`config.mk`:
```
export PLATFORM = sky130hd
export DESIGN_NAME = slc_regs
export DESIGN_NICKNAME = d
export VERILOG_FILES = /design/src/design/slc_pkg.sv /design/src/design/slc_level_sel.sv /design/src/design/slc_regs.sv
export SDC_FILE = /design/constraint.sdc
export NUM_CORES = 1
export LEC_CHECK = 0
export BUFFER_PORTS_ARGS = -buffer_cell sky130_fd_sc_hd__buf_2
export CAP_MARGIN = 20
export CELL_PAD_IN_SITES_DETAIL_PLACEMENT = 1
export CELL_PAD_IN_SITES_GLOBAL_PLACEMENT = 1
export CORE_ASPECT_RATIO = 2
export CORE_MARGIN = 3
export CORE_UTILIZATION = 36
export CTS_CLUSTER_DIAMETER = 40
export DETAILED_ROUTE_END_ITERATION = 16
export PLACE_DENSITY_LB_ADDON = 0.1
export SETUP_SLACK_MARGIN = 0.02
export SYNTH_ARGS = -nofsm -noshare
export SYNTH_HDL_FRONTEND = slang
export SYNTH_SLANG_ARGS = --single-unit
```
`constraint.sdc`:
```
create_clock -name CORE_CLK_I -period 1.3 [get_ports CORE_CLK_I]
set_clock_uncertainty 0.15 [all_clocks]
set_input_delay 0.13 -clock CORE_CLK_I [delete_from_list [all_inputs] [get_ports CORE_CLK_I]]
set_output_delay 0.13 -clock CORE_CLK_I [all_outputs]
set_load 0.005 [all_outputs]
```
`src/design/slc_pkg.sv`:
```
/*
  Package for the supply-level control register pair: addresses, field
  positions, reset values and the carrier structs shared by the block.
  Assumes an 8-bit special-register bus with byte-wide accesses.
*/
package slc_pkg;
  localparam logic [7:0] SLC_OPT_ADDR      = 8'h94;
  localparam logic [7:0] SLC_SUP_ADDR      = 8'ha7;
  localparam logic [7:0] SLC_SUP_RESET     = 8'h22;
  localparam logic [2:0] SLC_DIV_RESET     = 3'h0;
  localparam logic [3:0] SLC_OPT_LOW_RESET = 4'h1;
  localparam int         SLC_SAVE_BIT      = 6;
  localparam int         SLC_RUN_LSB       = 3;
  localparam int         SLC_SLEEP_LSB     = 0;
  localparam int         SLC_DIV_LSB       = 4;
  localparam int         SLC_CMP_BIT       = 7;
  localparam logic [2:0] SLC_DIV_OFF       = 3'h0;

  // Operating modes of the processor core
  typedef enum logic [1:0] {
    SLC_FAST = 2'b00,
    SLC_SLOW = 2'b01,
    SLC_IDLE = 2'b11,
    SLC_STOP = 2'b10
  } slc_mode_e;

  // Register bus request
  typedef struct packed {
    logic       wr;
    logic       rd;
    logic [7:0] addr;
    logic [7:0] wdata;
  } slc_bus_s;

  // Drive toward the analog regulator and comparator
  typedef struct packed {
    logic       bypass;
    logic [2:0] level;
    logic       cmp_en;
    logic [2:0] divider;
  } slc_ana_s;
endpackage

```
`src/design/slc_level_sel.sv`:
```
/*
  Level selector: picks the run or sleep level code for the regulator
  and flags bypass. Purely combinational; registered by the caller.
*/
`timescale 1ns/10ps
module slc_level_sel (
  input  wire logic              save_i,   // Power-save enable
  input  wire logic [2:0]        run_i,    // Run level code
  input  wire logic [2:0]        sleep_i,  // Sleep level code
  input  wire slc_pkg::slc_mode_e mode_i,  // Core mode
  output logic                   bypass_o, // Pass battery through
  output logic [2:0]             level_o   // Selected level code
);
  import slc_pkg::*;

  // Idle and stop take the sleep code, fast and slow the run code
  always_comb begin
    bypass_o = ~save_i;
    if (mode_i == SLC_IDLE || mode_i == SLC_STOP) begin
      level_o = sleep_i;
    end else begin
      level_o = run_i;
    end
  end
endmodule

```
`src/design/slc_regs.sv`:
```
/*
  Supply-level control registers: supply control and the comparator
  fields of the option register, on the special-register bus.
  Assumes bus strobes are synchronous one-cycle pulses and that the
  comparator output is synchronous to the core clock.
*/
// Overview of operation
// - Save enable resets zero; zero means bypass
// - Save enable one gives reduced regulator level
// - Run level code in bits five to three
// - Sleep level code in bits two to zero
// - Supply control resets 0x22, frozen in emulation
// - Divider code zero turns comparator off
// - Nonzero divider code scales battery to comparator
// - Option bit seven reads compare result
// - Fast and slow are the run states
`timescale 1ns/10ps
module slc_regs (
  input  wire logic               CORE_CLK_I,  // Core clock, 20 MHz
  input  wire logic               SYS_RST_I,   // Async reset, active high
  input  wire slc_pkg::slc_bus_s  BUS_I,       // Register bus request
  input  wire slc_pkg::slc_mode_e MODE_I,      // Core operating mode
  input  wire logic               EMU_MODE_I,  // In-circuit emulation
  input  wire logic               CMP_OUT_I,   // Comparator output
  input  wire logic [3:0]         OPT_LOW_I,   // Other option bits 3..0
  output logic [7:0]              RDATA_O,     // Read data
  output slc_pkg::slc_ana_s       ANA_O        // Regulator/comparator drive
);
  import slc_pkg::*;

  logic       save_r;
  logic [2:0] run_r;
  logic [2:0] sleep_r;
  logic [2:0] div_r;
  logic       cmp_r;
  logic       bypass_nxt;
  logic [2:0] level_nxt;
  logic       sup_wr;
  logic       opt_wr;

  assign sup_wr = BUS_I.wr && BUS_I.addr == SLC_SUP_ADDR && !EMU_MODE_I;
  assign opt_wr = BUS_I.wr && BUS_I.addr == SLC_OPT_ADDR;

  // Supply control register; emulation ignores writes and holds reset
  always_ff @(posedge CORE_CLK_I or posedge SYS_RST_I) begin
    if (SYS_RST_I) begin
      save_r  <= SLC_SUP_RESET[SLC_SAVE_BIT];
      run_r   <= SLC_SUP_RESET[SLC_RUN_LSB +: 3];
      sleep_r <= SLC_SUP_RESET[SLC_SLEEP_LSB +: 3];
    end else if (EMU_MODE_I) begin
      save_r  <= SLC_SUP_RESET[SLC_SAVE_BIT];
      run_r   <= SLC_SUP_RESET[SLC_RUN_LSB +: 3];
      sleep_r <= SLC_SUP_RESET[SLC_SLEEP_LSB +: 3];
    end else if (sup_wr) begin
      save_r  <= BUS_I.wdata[SLC_SAVE_BIT];
      run_r   <= BUS_I.wdata[SLC_RUN_LSB +: 3];
      sleep_r <= BUS_I.wdata[SLC_SLEEP_LSB +: 3];
    end
  end

  // Divider select in the option register
  always_ff @(posedge CORE_CLK_I or posedge SYS_RST_I) begin
    if (SYS_RST_I) begin
      div_r <= SLC_DIV_RESET;
    end else if (opt_wr) begin
      div_r <= BUS_I.wdata[SLC_DIV_LSB +: 3];
    end
  end

  // Comparator result sampled; forced low while comparator is off
  always_ff @(posedge CORE_CLK_I or posedge SYS_RST_I) begin
    if (SYS_RST_I) begin
      cmp_r <= 1'b0;
    end else begin
      cmp_r <= (div_r != SLC_DIV_OFF) && CMP_OUT_I;
    end
  end

  slc_level_sel u_sel (
    .save_i   (save_r),
    .run_i    (run_r),
    .sleep_i  (sleep_r),
    .mode_i   (MODE_I),
    .bypass_o (bypass_nxt),
    .level_o  (level_nxt)
  );

  // Registered drive to the analog side
  always_ff @(posedge CORE_CLK_I or posedge SYS_RST_I) begin
    if (SYS_RST_I) begin
      ANA_O <= '{bypass: 1'b1, level: 3'h0, cmp_en: 1'b0, divider: 3'h0};
    end else begin
      ANA_O.bypass  <= bypass_nxt;
      ANA_O.level   <= level_nxt;
      ANA_O.cmp_en  <= (div_r != SLC_DIV_OFF);
      ANA_O.divider <= div_r;
    end
  end

  // Read data; unmapped addresses read zero, bit 7 of supply reads zero
  always_ff @(posedge CORE_CLK_I or posedge SYS_RST_I) begin
    if (SYS_RST_I) begin
      RDATA_O <= 8'h00;
    end else if (BUS_I.rd && BUS_I.addr == SLC_SUP_ADDR) begin
      RDATA_O <= {1'b0, save_r, run_r, sleep_r};
    end else if (BUS_I.rd && BUS_I.addr == SLC_OPT_ADDR) begin
      RDATA_O <= {cmp_r, div_r, OPT_LOW_I};
    end else begin
      RDATA_O <= 8'h00;
    end
  end

  // Checks: supply control reset value and emulation freeze

  a_reset_value: assert property (
    @(posedge CORE_CLK_I)
    $fell(SYS_RST_I) |->
      {save_r, run_r, sleep_r} == SLC_SUP_RESET[6:0])
    else $error("supply control not at reset value");
  a_reset_drive: assert property (
    @(posedge CORE_CLK_I)
    $fell(SYS_RST_I) |->
      ANA_O.bypass && !ANA_O.cmp_en && ANA_O.level == 3'h0)
    else $error("regulator drive not at reset value");
  a_emu_frozen: assert property (
    @(posedge CORE_CLK_I) disable iff (SYS_RST_I)
    EMU_MODE_I |=>
      {save_r, run_r, sleep_r} == SLC_SUP_RESET[6:0])
    else $error("supply control changed in emulation");
  a_emu_bypass: assert property (
    @(posedge CORE_CLK_I) disable iff (SYS_RST_I)
    EMU_MODE_I |=>
      ##1 ANA_O.bypass)
    else $error("regulator not bypassed in emulation");
  a_sup_hold: assert property (
    @(posedge CORE_CLK_I) disable iff (SYS_RST_I)
    !sup_wr && !EMU_MODE_I |=>
      $stable({save_r, run_r, sleep_r}))
    else $error("supply control changed without a write");

  // Checks: regulator drive from save enable and the level codes

  a_bypass_save: assert property (
    @(posedge CORE_CLK_I) disable iff (SYS_RST_I)
    !save_r |=>
      ANA_O.bypass)
    else $error("bypass missing while save is off");
  a_save_reduce: assert property (
    @(posedge CORE_CLK_I) disable iff (SYS_RST_I)
    save_r |=>
      !ANA_O.bypass)
    else $error("bypass while save is on");
  a_run_level: assert property (
    @(posedge CORE_CLK_I) disable iff (SYS_RST_I)
    (MODE_I == SLC_FAST || MODE_I == SLC_SLOW) |=>
      ANA_O.level == $past(run_r))
    else $error("run level not applied");
  a_sleep_level: assert property (
    @(posedge CORE_CLK_I) disable iff (SYS_RST_I)
    (MODE_I == SLC_IDLE || MODE_I == SLC_STOP) |=>
      ANA_O.level == $past(sleep_r))
    else $error("sleep level not applied");
  a_sup_read: assert property (
    @(posedge CORE_CLK_I) disable iff (SYS_RST_I)
    (BUS_I.rd && BUS_I.addr == SLC_SUP_ADDR) |=>
      RDATA_O == {1'b0, $past(save_r), $past(run_r), $past(sleep_r)})
    else $error("supply control not read back");

  // Checks: comparator enable, divider code and compare result

  a_cmp_off: assert property (
    @(posedge CORE_CLK_I) disable iff (SYS_RST_I)
    div_r == SLC_DIV_OFF |=>
      !ANA_O.cmp_en)
    else $error("comparator on with divider zero");
  a_cmp_on: assert property (
    @(posedge CORE_CLK_I) disable iff (SYS_RST_I)
    div_r != SLC_DIV_OFF |=>
      ANA_O.cmp_en && ANA_O.divider == $past(div_r))
    else $error("comparator off with divider set");
  a_div_write: assert property (
    @(posedge CORE_CLK_I) disable iff (SYS_RST_I)
    opt_wr |=>
      ##1 ANA_O.divider == $past(BUS_I.wdata[6:4], 2))
    else $error("divider write not applied");
  a_div_hold: assert property (
    @(posedge CORE_CLK_I) disable iff (SYS_RST_I)
    !opt_wr |=>
      $stable(div_r))
    else $error("divider changed without a write");
  a_cmp_gate: assert property (
    @(posedge CORE_CLK_I) disable iff (SYS_RST_I)
    div_r == SLC_DIV_OFF |=>
      !cmp_r)
    else $error("compare result set while comparator off");
  a_cmp_follow: assert property (
    @(posedge CORE_CLK_I) disable iff (SYS_RST_I)
    div_r != SLC_DIV_OFF |=>
      cmp_r == $past(CMP_OUT_I))
    else $error("compare result does not follow comparator");
  a_cmp_read: assert property (
    @(posedge CORE_CLK_I) disable iff (SYS_RST_I)
    (BUS_I.rd && BUS_I.addr == SLC_OPT_ADDR) |=>
      RDATA_O[7] == $past(cmp_r))
    else $error("compare result not read back");

  // Coverage of the main scenarios

  c_save_on: cover property (@(posedge CORE_CLK_I) $rose(save_r));
  c_div_on: cover property (@(posedge CORE_CLK_I)
    ANA_O.cmp_en && cmp_r);
  c_sleep: cover property (@(posedge CORE_CLK_I)
    save_r && MODE_I == SLC_STOP);
  c_cmp_hit: cover property (@(posedge CORE_CLK_I) cmp_r);
  c_emu_wr: cover property (@(posedge CORE_CLK_I)
    EMU_MODE_I && BUS_I.wr && BUS_I.addr == SLC_SUP_ADDR);
endmodule

```
==> impl_metrics.env, run 1 <==
export IMPL_multiInputGateArea_um2=387
export IMPL_nFillCells=319
export IMPL_antenna_cells=0
export IMPL_die_h_um=83.9
export IMPL_ys_ff_latch=27
export IMPL_cts_buffers=3
export IMPL_critical_path_max_stage_delay_ps=400
export IMPL_status="finished clean"
export IMPL_cp_start_kind="register"
export IMPL_cts_setup_buffers=0
export IMPL_syn_cell_area_um2=1090
export IMPL_syn_to_final_growth_pct=41.1
export IMPL_cpLargestDelayFamily="simple AND/OR/NAND/NOR gates"
export IMPL_crit_slowest_cell="or3_1"
export IMPL_avgSynthCellArea_um2=13.2
export IMPL_grt_max_degree=28
export IMPL_final_period_utilization_pct=92.8
export IMPL_clock_latency_ps=270
export IMPL_viasPerCell=4.94
export IMPL_grt_pass1_vias=970
export IMPL_p_leak_uw=0.000767
export IMPL_initial_core_util_pct=38.5
export IMPL_fin_nets=174
export IMPL_critPathRequiredTime_ps=1310
export IMPL_fin_crit_ps=1210
export IMPL_ys_types=22
export IMPL_yosys_area_top_type="dfrtp_1"
export IMPL_dp_cells=157
export IMPL_instances_no_fill=174
export IMPL_synth_fp_nets=111
export IMPL_cp_num_cells=2
export IMPL_crit_type="register to register"
export IMPL_final_max_slew_viol_count=0
export IMPL_synth_area_leaders="dfrtp_1 55%, dfstp_2 7.2%, mux2_2 6.2%"
export IMPL_endpoint="cmp_r$_DFF_PP0_"
export IMPL_end_kind="register"
export IMPL_die_width_um=45.0
export IMPL_tightestPinTransition_ps=337
export IMPL_synth_top_area_share_pct=54.9
export IMPL_rr_worst_depth=2
export IMPL_clk_path_buf_depth=2
export IMPL_setup_violations=0
export IMPL_hold_violations=0
export IMPL_core_um2=2840
export IMPL_critPathLaunch="div_r[2]$_DFFE_PP0P_"
export IMPL_relSlewSlack_pct=77.6
export IMPL_grt_pass1_wl_mm=4.43
export IMPL_ant_nets=0
export IMPL_grt_util_all_layers_pct=15.6
export IMPL_crit_chain="or3_1 -> and2_1"
export IMPL_drv_cap=0
export IMPL_max_freq_ghz=0.829
export IMPL_placed_area_um2=1370
export IMPL_cts_root_buf="clkbuf_8"
export IMPL_gp_congestion=0.735
export IMPL_wl_per_cell_um=15.4
export IMPL_grt_ovfl_total=0
export IMPL_cts_sinks=27
export IMPL_ios=44
export IMPL_dr_pass1_iters=2
export IMPL_worst_path_buf_inv=0
export IMPL_reg2reg_slack_ps=90
export IMPL_arrival_ps=1220
export IMPL_dpl_hpwl_mm=2.02
export IMPL_die_area_um2=3780
export IMPL_io_buffer_count=41
export IMPL_hp_class="input port to register"
export IMPL_rsz0062_at_grt="false"
export IMPL_dp_slack_ps=-55.5
export IMPL_ys_warn_count=0
export IMPL_vias=860
export IMPL_wirelength_mm=2.68
export IMPL_cp_max_fo=2
export IMPL_rr_endpoint="cmp_r$_DFF_PP0_"
export IMPL_ir_worst_vdd_mv=0.595
export IMPL_r2r_start="div_r[2]$_DFFE_PP0P_"
export IMPL_utilization_pct=54.4
export IMPL_pwr_density_cell_nw_per_um2=970
export IMPL_drtIter0Drc=10
export IMPL_seqCellArea_um2=679
export IMPL_drive_gt1_share_pct=44.1
export IMPL_antenna_found_initial=0
export IMPL_fin_ws_ps=93.4
export IMPL_seq_area_frac_synth_pct=62.1
export IMPL_postLayoutCellArea_um2=1540
export IMPL_synthCells=83
export IMPL_cts_tree="done"
export IMPL_num_rows=27
export IMPL_clk_pin_slew_worst_paths_ps=90
export IMPL_drc=0
export IMPL_cts_htree_levels=1
-- logic make-up (layout without fill, tap and decap cells) --
logic type | Yosys count | in the layout | share of synthesized area (%)
flops | 27 | 27 | 62.1
buf+inv | 5 | 67 | 2.52
mux | 12 | 12 | 11.7
compound gates | 8 | 8 | 5.49
simple gates | 31 | 31 | 18.2
-- how the worst min path moves through the flow --
| stage | depth (start not counted) | slack [ps] | endpoint | startpoint |
|---|---|---|---|---|
| after floorplan | 1 | 30 | ANA_O[0]$_DFF_PP0_ | SYS_RST_I |
| after global placement | 3 | 50 | RDATA_O[6]$_DFF_PP0_ | SYS_RST_I |
| after detailed placement | 3 | 60 | RDATA_O[6]$_DFF_PP0_ | SYS_RST_I |
| after CTS | 3 | 0.05 | RDATA_O[2]$_DFF_PP0_ | OPT_LOW_I[2] |
| after global routing | 3 | 40 | save_r$_DFFE_PP0P_ | BUS_I[17] |
| final | 3 | 1 | RDATA_O[2]$_DFF_PP0_ | OPT_LOW_I[2] |
-- metal layers --
| layer | track usage (%) | vias to the layer above | wire length, um |
|---|---|---|---|
| li1 | - | 410 | - |
| met1 | 17.2 | 425 | 934 |
| met2 | 27.9 | 23 | 1600 |
| met3 | 1.94 | 2 | 122 |
| met4 | 6.40 | 0 | 22 |
| met5 | 0 | - | 0 |
-- area by class of cell --
cell class,count,share of cell area [%]
clock buffers,4,2.92
inverters,2,0.487
multi-input cells,51,25.1
flip-flops and latches,27,44.0
well taps,29,2.35
repair buffers,61,25.1
-- cells in the final DEF (no fill, tap or decap), drive strengths merged, types with 2 or more instances in the layout --
cell and count:
a22oi 7, buf 48, clkbuf 4, dfrtp 24, dfstp 3, dlygate4sd3 13
inv 2, mux2 6, mux2i 6, nand2 2, nand2b 8, nor2 12
-- sequential cells by signal (all words and copies together), names as in the netlist --
| signal | count |
|---|---|
| ANA_O | 8 |
| RDATA_O | 8 |
| cmp_r | 1 |
| div_r | 3 |
| run_r | 3 |
| save_r | 1 |
| sleep_r | 3 |
-- worst register-to-register path: stages (launching register included) --
cell	delay (ps)
dfrtp_1	380
or3_1	400
and2_1	170
-- where the power goes --
part	total, uW	leakage, uW	switching [uW]	internal, uW
sequential	865	0.000360	6.63	858
clock	468	0.0000228	249	219
combinational	164	0.000384	70.5	93.0
-- timing repair --
| action | in CTS | in global routing |
|---|---|---|
| hold buffers | 13 | 0 |
| endpoints found under the hold margin | 38 | 0 |
| resized for setup | 0 | 0 |
-- synthesized netlist by cell type --
cell type	n
or3_1	1
inv_1	2
clkbuf_1	1
mux2i_1	6
nor4b_4	1
dfrtp_1	24
nand2b_1	8
buf_6	1
nor2_1	12
and4b_2	1
dfstp_2	3
and4bb_2	1
a22oi_1	7
nand4_1	1
buf_2	1
nand2_1	2
mux2_2	6
and2_1	1
nand3_4	1
o31ai_1	1
nor2b_1	1
and3_1	1
-- through the flow --
stage	setup TNS (ps)	power, uW	hold WS, ps
CTS	0	1520	0.0495
finish	0	1500	1.27
floorplan	0	935	30.5
global placement	-193	1010	53.7
detailed placement	-330	1020	57.7
global route	0	1570	37.6
(Power assumes the default switching activity.)
==> run 2, diff against run 1 <==
- SYNTH_HIERARCHICAL: not set -> 1
==> run 2 against run 1 <==
  * Area after synthesis decreased by 0.80%
  * Total power increased by 0.12%
  * Hold slack improved by 1.7 ps
  * Wire length decreased by 4.8%
  * Highest routed layer unchanged
==> impl_metrics.env, run 2 <==
export IMPL_status="finished clean"
export IMPL_final_max_slew_viol_count=0
export IMPL_ys_warn_count=6
export IMPL_io_buffer_count=41
export IMPL_synth_edf_count=0
export IMPL_tightestPinTransition_ps=334
export IMPL_syn_cell_area_um2=1080
export IMPL_yosys_most_used_dff="dfrtp_1"
export IMPL_ys_ff_latch=27
export IMPL_grt_pass1_wl_mm=4.28
export IMPL_finalPower_uw=1500
export IMPL_gp_congestion=0.695
export IMPL_drive_gt1_share_pct=42.8
export IMPL_initial_core_util_pct=38.7
export IMPL_dr_pass1_iters=3
export IMPL_synth_area_leaders="dfrtp_1 55%, dfstp_2 7.3%, mux2i_1 6.5%"
export IMPL_grt_ovfl_total=0
export IMPL_core_um2=2800
export IMPL_drc=0
export IMPL_cp_max_fo=2
export IMPL_cts_root_buf="clkbuf_8"
export IMPL_rr_worst_depth=2
export IMPL_ant_nets=0
export IMPL_dpl_hpwl_mm=1.92
export IMPL_critPathRequiredTime_ps=1320
export IMPL_final_period_utilization_pct=92.6
export IMPL_cts_sinks=27
export IMPL_pwr_density_cell_nw_per_um2=965
export IMPL_viasPerCell=4.94
export IMPL_postLayoutCellArea_um2=1550
export IMPL_fin_nets=174
export IMPL_fin_crit_ps=1200
export IMPL_cts_buffers=3
export IMPL_yosys_area_top_type="dfrtp_1"
export IMPL_hp_class="input port to register"
export IMPL_antenna_found_initial=0
export IMPL_relSlewSlack_pct=77.7
export IMPL_crit_type="register to register"
export IMPL_drtIter0Drc=10
export IMPL_synth_fp_nets=111
export IMPL_ios=44
export IMPL_clk_path_buf_depth=2
export IMPL_ir_worst_vdd_mv=0.580
export IMPL_die_area_um2=3750
export IMPL_nFillCells=314
export IMPL_die_width_um=44.8
export IMPL_wirelength_mm=2.55
export IMPL_ys_types=20
export IMPL_grt_util_all_layers_pct=15.1
export IMPL_async_flop_share_pct=100
export IMPL_vias=860
export IMPL_cts_setup_buffers=0
export IMPL_end_kind="register"
export IMPL_drv_cap=0
export IMPL_seq_area_frac_synth_pct=62.6
export IMPL_grt_max_degree=28
export IMPL_cts_tree="done"
export IMPL_final_cell_mix="41 x buf_2, 24 x dfrtp_1, 13 x dlygate4sd3_1"
export IMPL_clk_pin_slew_worst_paths_ps=90
export IMPL_arrival_ps=1220
export IMPL_antenna_cells=0
export IMPL_cp_start_kind="register"
export IMPL_wl_per_cell_um=14.6
export IMPL_p_leak_uw=0.000775
export IMPL_rsz0062_at_grt="false"
export IMPL_synthCells=83
export IMPL_max_freq_ghz=0.831
export IMPL_min_path_cells=2
export IMPL_synth_top_cells_by_count="24 x dfrtp_1, 12 x nor2_1, 10 x nand2b_1"
export IMPL_cts_htree_levels=1
export IMPL_reg_top3="ANA_O: 8 flops, RDATA_O: 8 flops"
export IMPL_die_h_um=83.6
export IMPL_synth_top_area_share_pct=55.4
export IMPL_num_rows=27
export IMPL_seqCellArea_um2=679
export IMPL_avgSynthCellArea_um2=13.1
export IMPL_hold_violations=0
export IMPL_setup_violations=0
export IMPL_clock_latency_ps=270
export IMPL_placed_area_um2=1380
export IMPL_synth_most_common_cell="dfrtp_1"
export IMPL_multiInputGateArea_um2=382
export IMPL_fin_setup_tns_ps=0
export IMPL_grt_pass1_vias=930
export IMPL_syn_to_final_growth_pct=43.0
export IMPL_final_common_cell="buf_2"
run 2: worst paths after layout:
check,from,endpoint,slack [ps]
worst max-delay path,div_r[0]$_DFFE_PP0P_,cmp_r$_DFF_PP0_,100
worst min-delay path,MODE_I[1],ANA_O[4]$_DFF_PP0_,3
worst max register to register,div_r[0]$_DFFE_PP0P_,cmp_r$_DFF_PP0_,100
worst min register to register,save_r$_DFFE_PP0P_,ANA_O[7]$_DFF_PP1_,290
max in group asynchronous,SYS_RST_I,sleep_r[1]$_DFFE_PP1P_,400
min in group asynchronous,SYS_RST_I,ANA_O[2]$_DFF_PP0_,300
run 2: power by group:
part | internal (uW) | switching [uW] | leakage (uW) | total, uW
Sequential | 858 | 5.50 | 0.000360 | 864
Combinational | 92.9 | 67.6 | 0.000389 | 160
Clock | 215 | 259 | 0.0000255 | 474
Total | 1170 | 332 | 0.000775 | 1500
run 2: timing repair:
item | CTS | global route
resized for setup | 0 | 0
hold endpoints to repair | 39 | 0
hold buffers | 13 | 0
run 2: stage by stage:
step | setup slack (ps) | hold slack, ps | util, % | std cells
final | 96.8 | 2.93 | 55.3 | 174
after global routing | 74.4 | 4.58 | 55.3 | 174
after detailed placement | -52.3 | 70.8 | 49.0 | 157
after CTS | 82.2 | 5.13 | 55.3 | 174
after global placement | -38.4 | 50.2 | 49.0 | 157
after floorplan | -6.69 | 30.5 | - | 83
run 2: cell type report:
type | instances | area share, %
sequential | 27 | 43.8
timing repair buffer | 61 | 25.8
multi-input combinational | 51 | 24.6
clock buffer | 3 | 2.66
tap | 29 | 2.34
inverter | 2 | 0.484
clock inverter | 1 | 0.323
run 2: worst max-delay path, stage by stage, from the launching register on:
cell     delay, ps
dfrtp_1        390
or3_1          380
and2_1         180
run 2: kinds of logic after synthesis:
logic type	Yosys count	synth area share, %
simple gates	31	17.6
flops	27	62.6
mux	13	12.7
compound gates	7	4.84
buf+inv	5	2.19
run 2: metal layers:
metal | global-route usage, % | vias to the layer above | share of wire [%]
met2 | 26.6 | 28 | 56
li1 | - | 410 | -
met5 | 0 | - | 0
met3 | 2.59 | 2 | 6.5
met1 | 17.3 | 420 | 36
met4 | 5.60 | 0 | 0.90
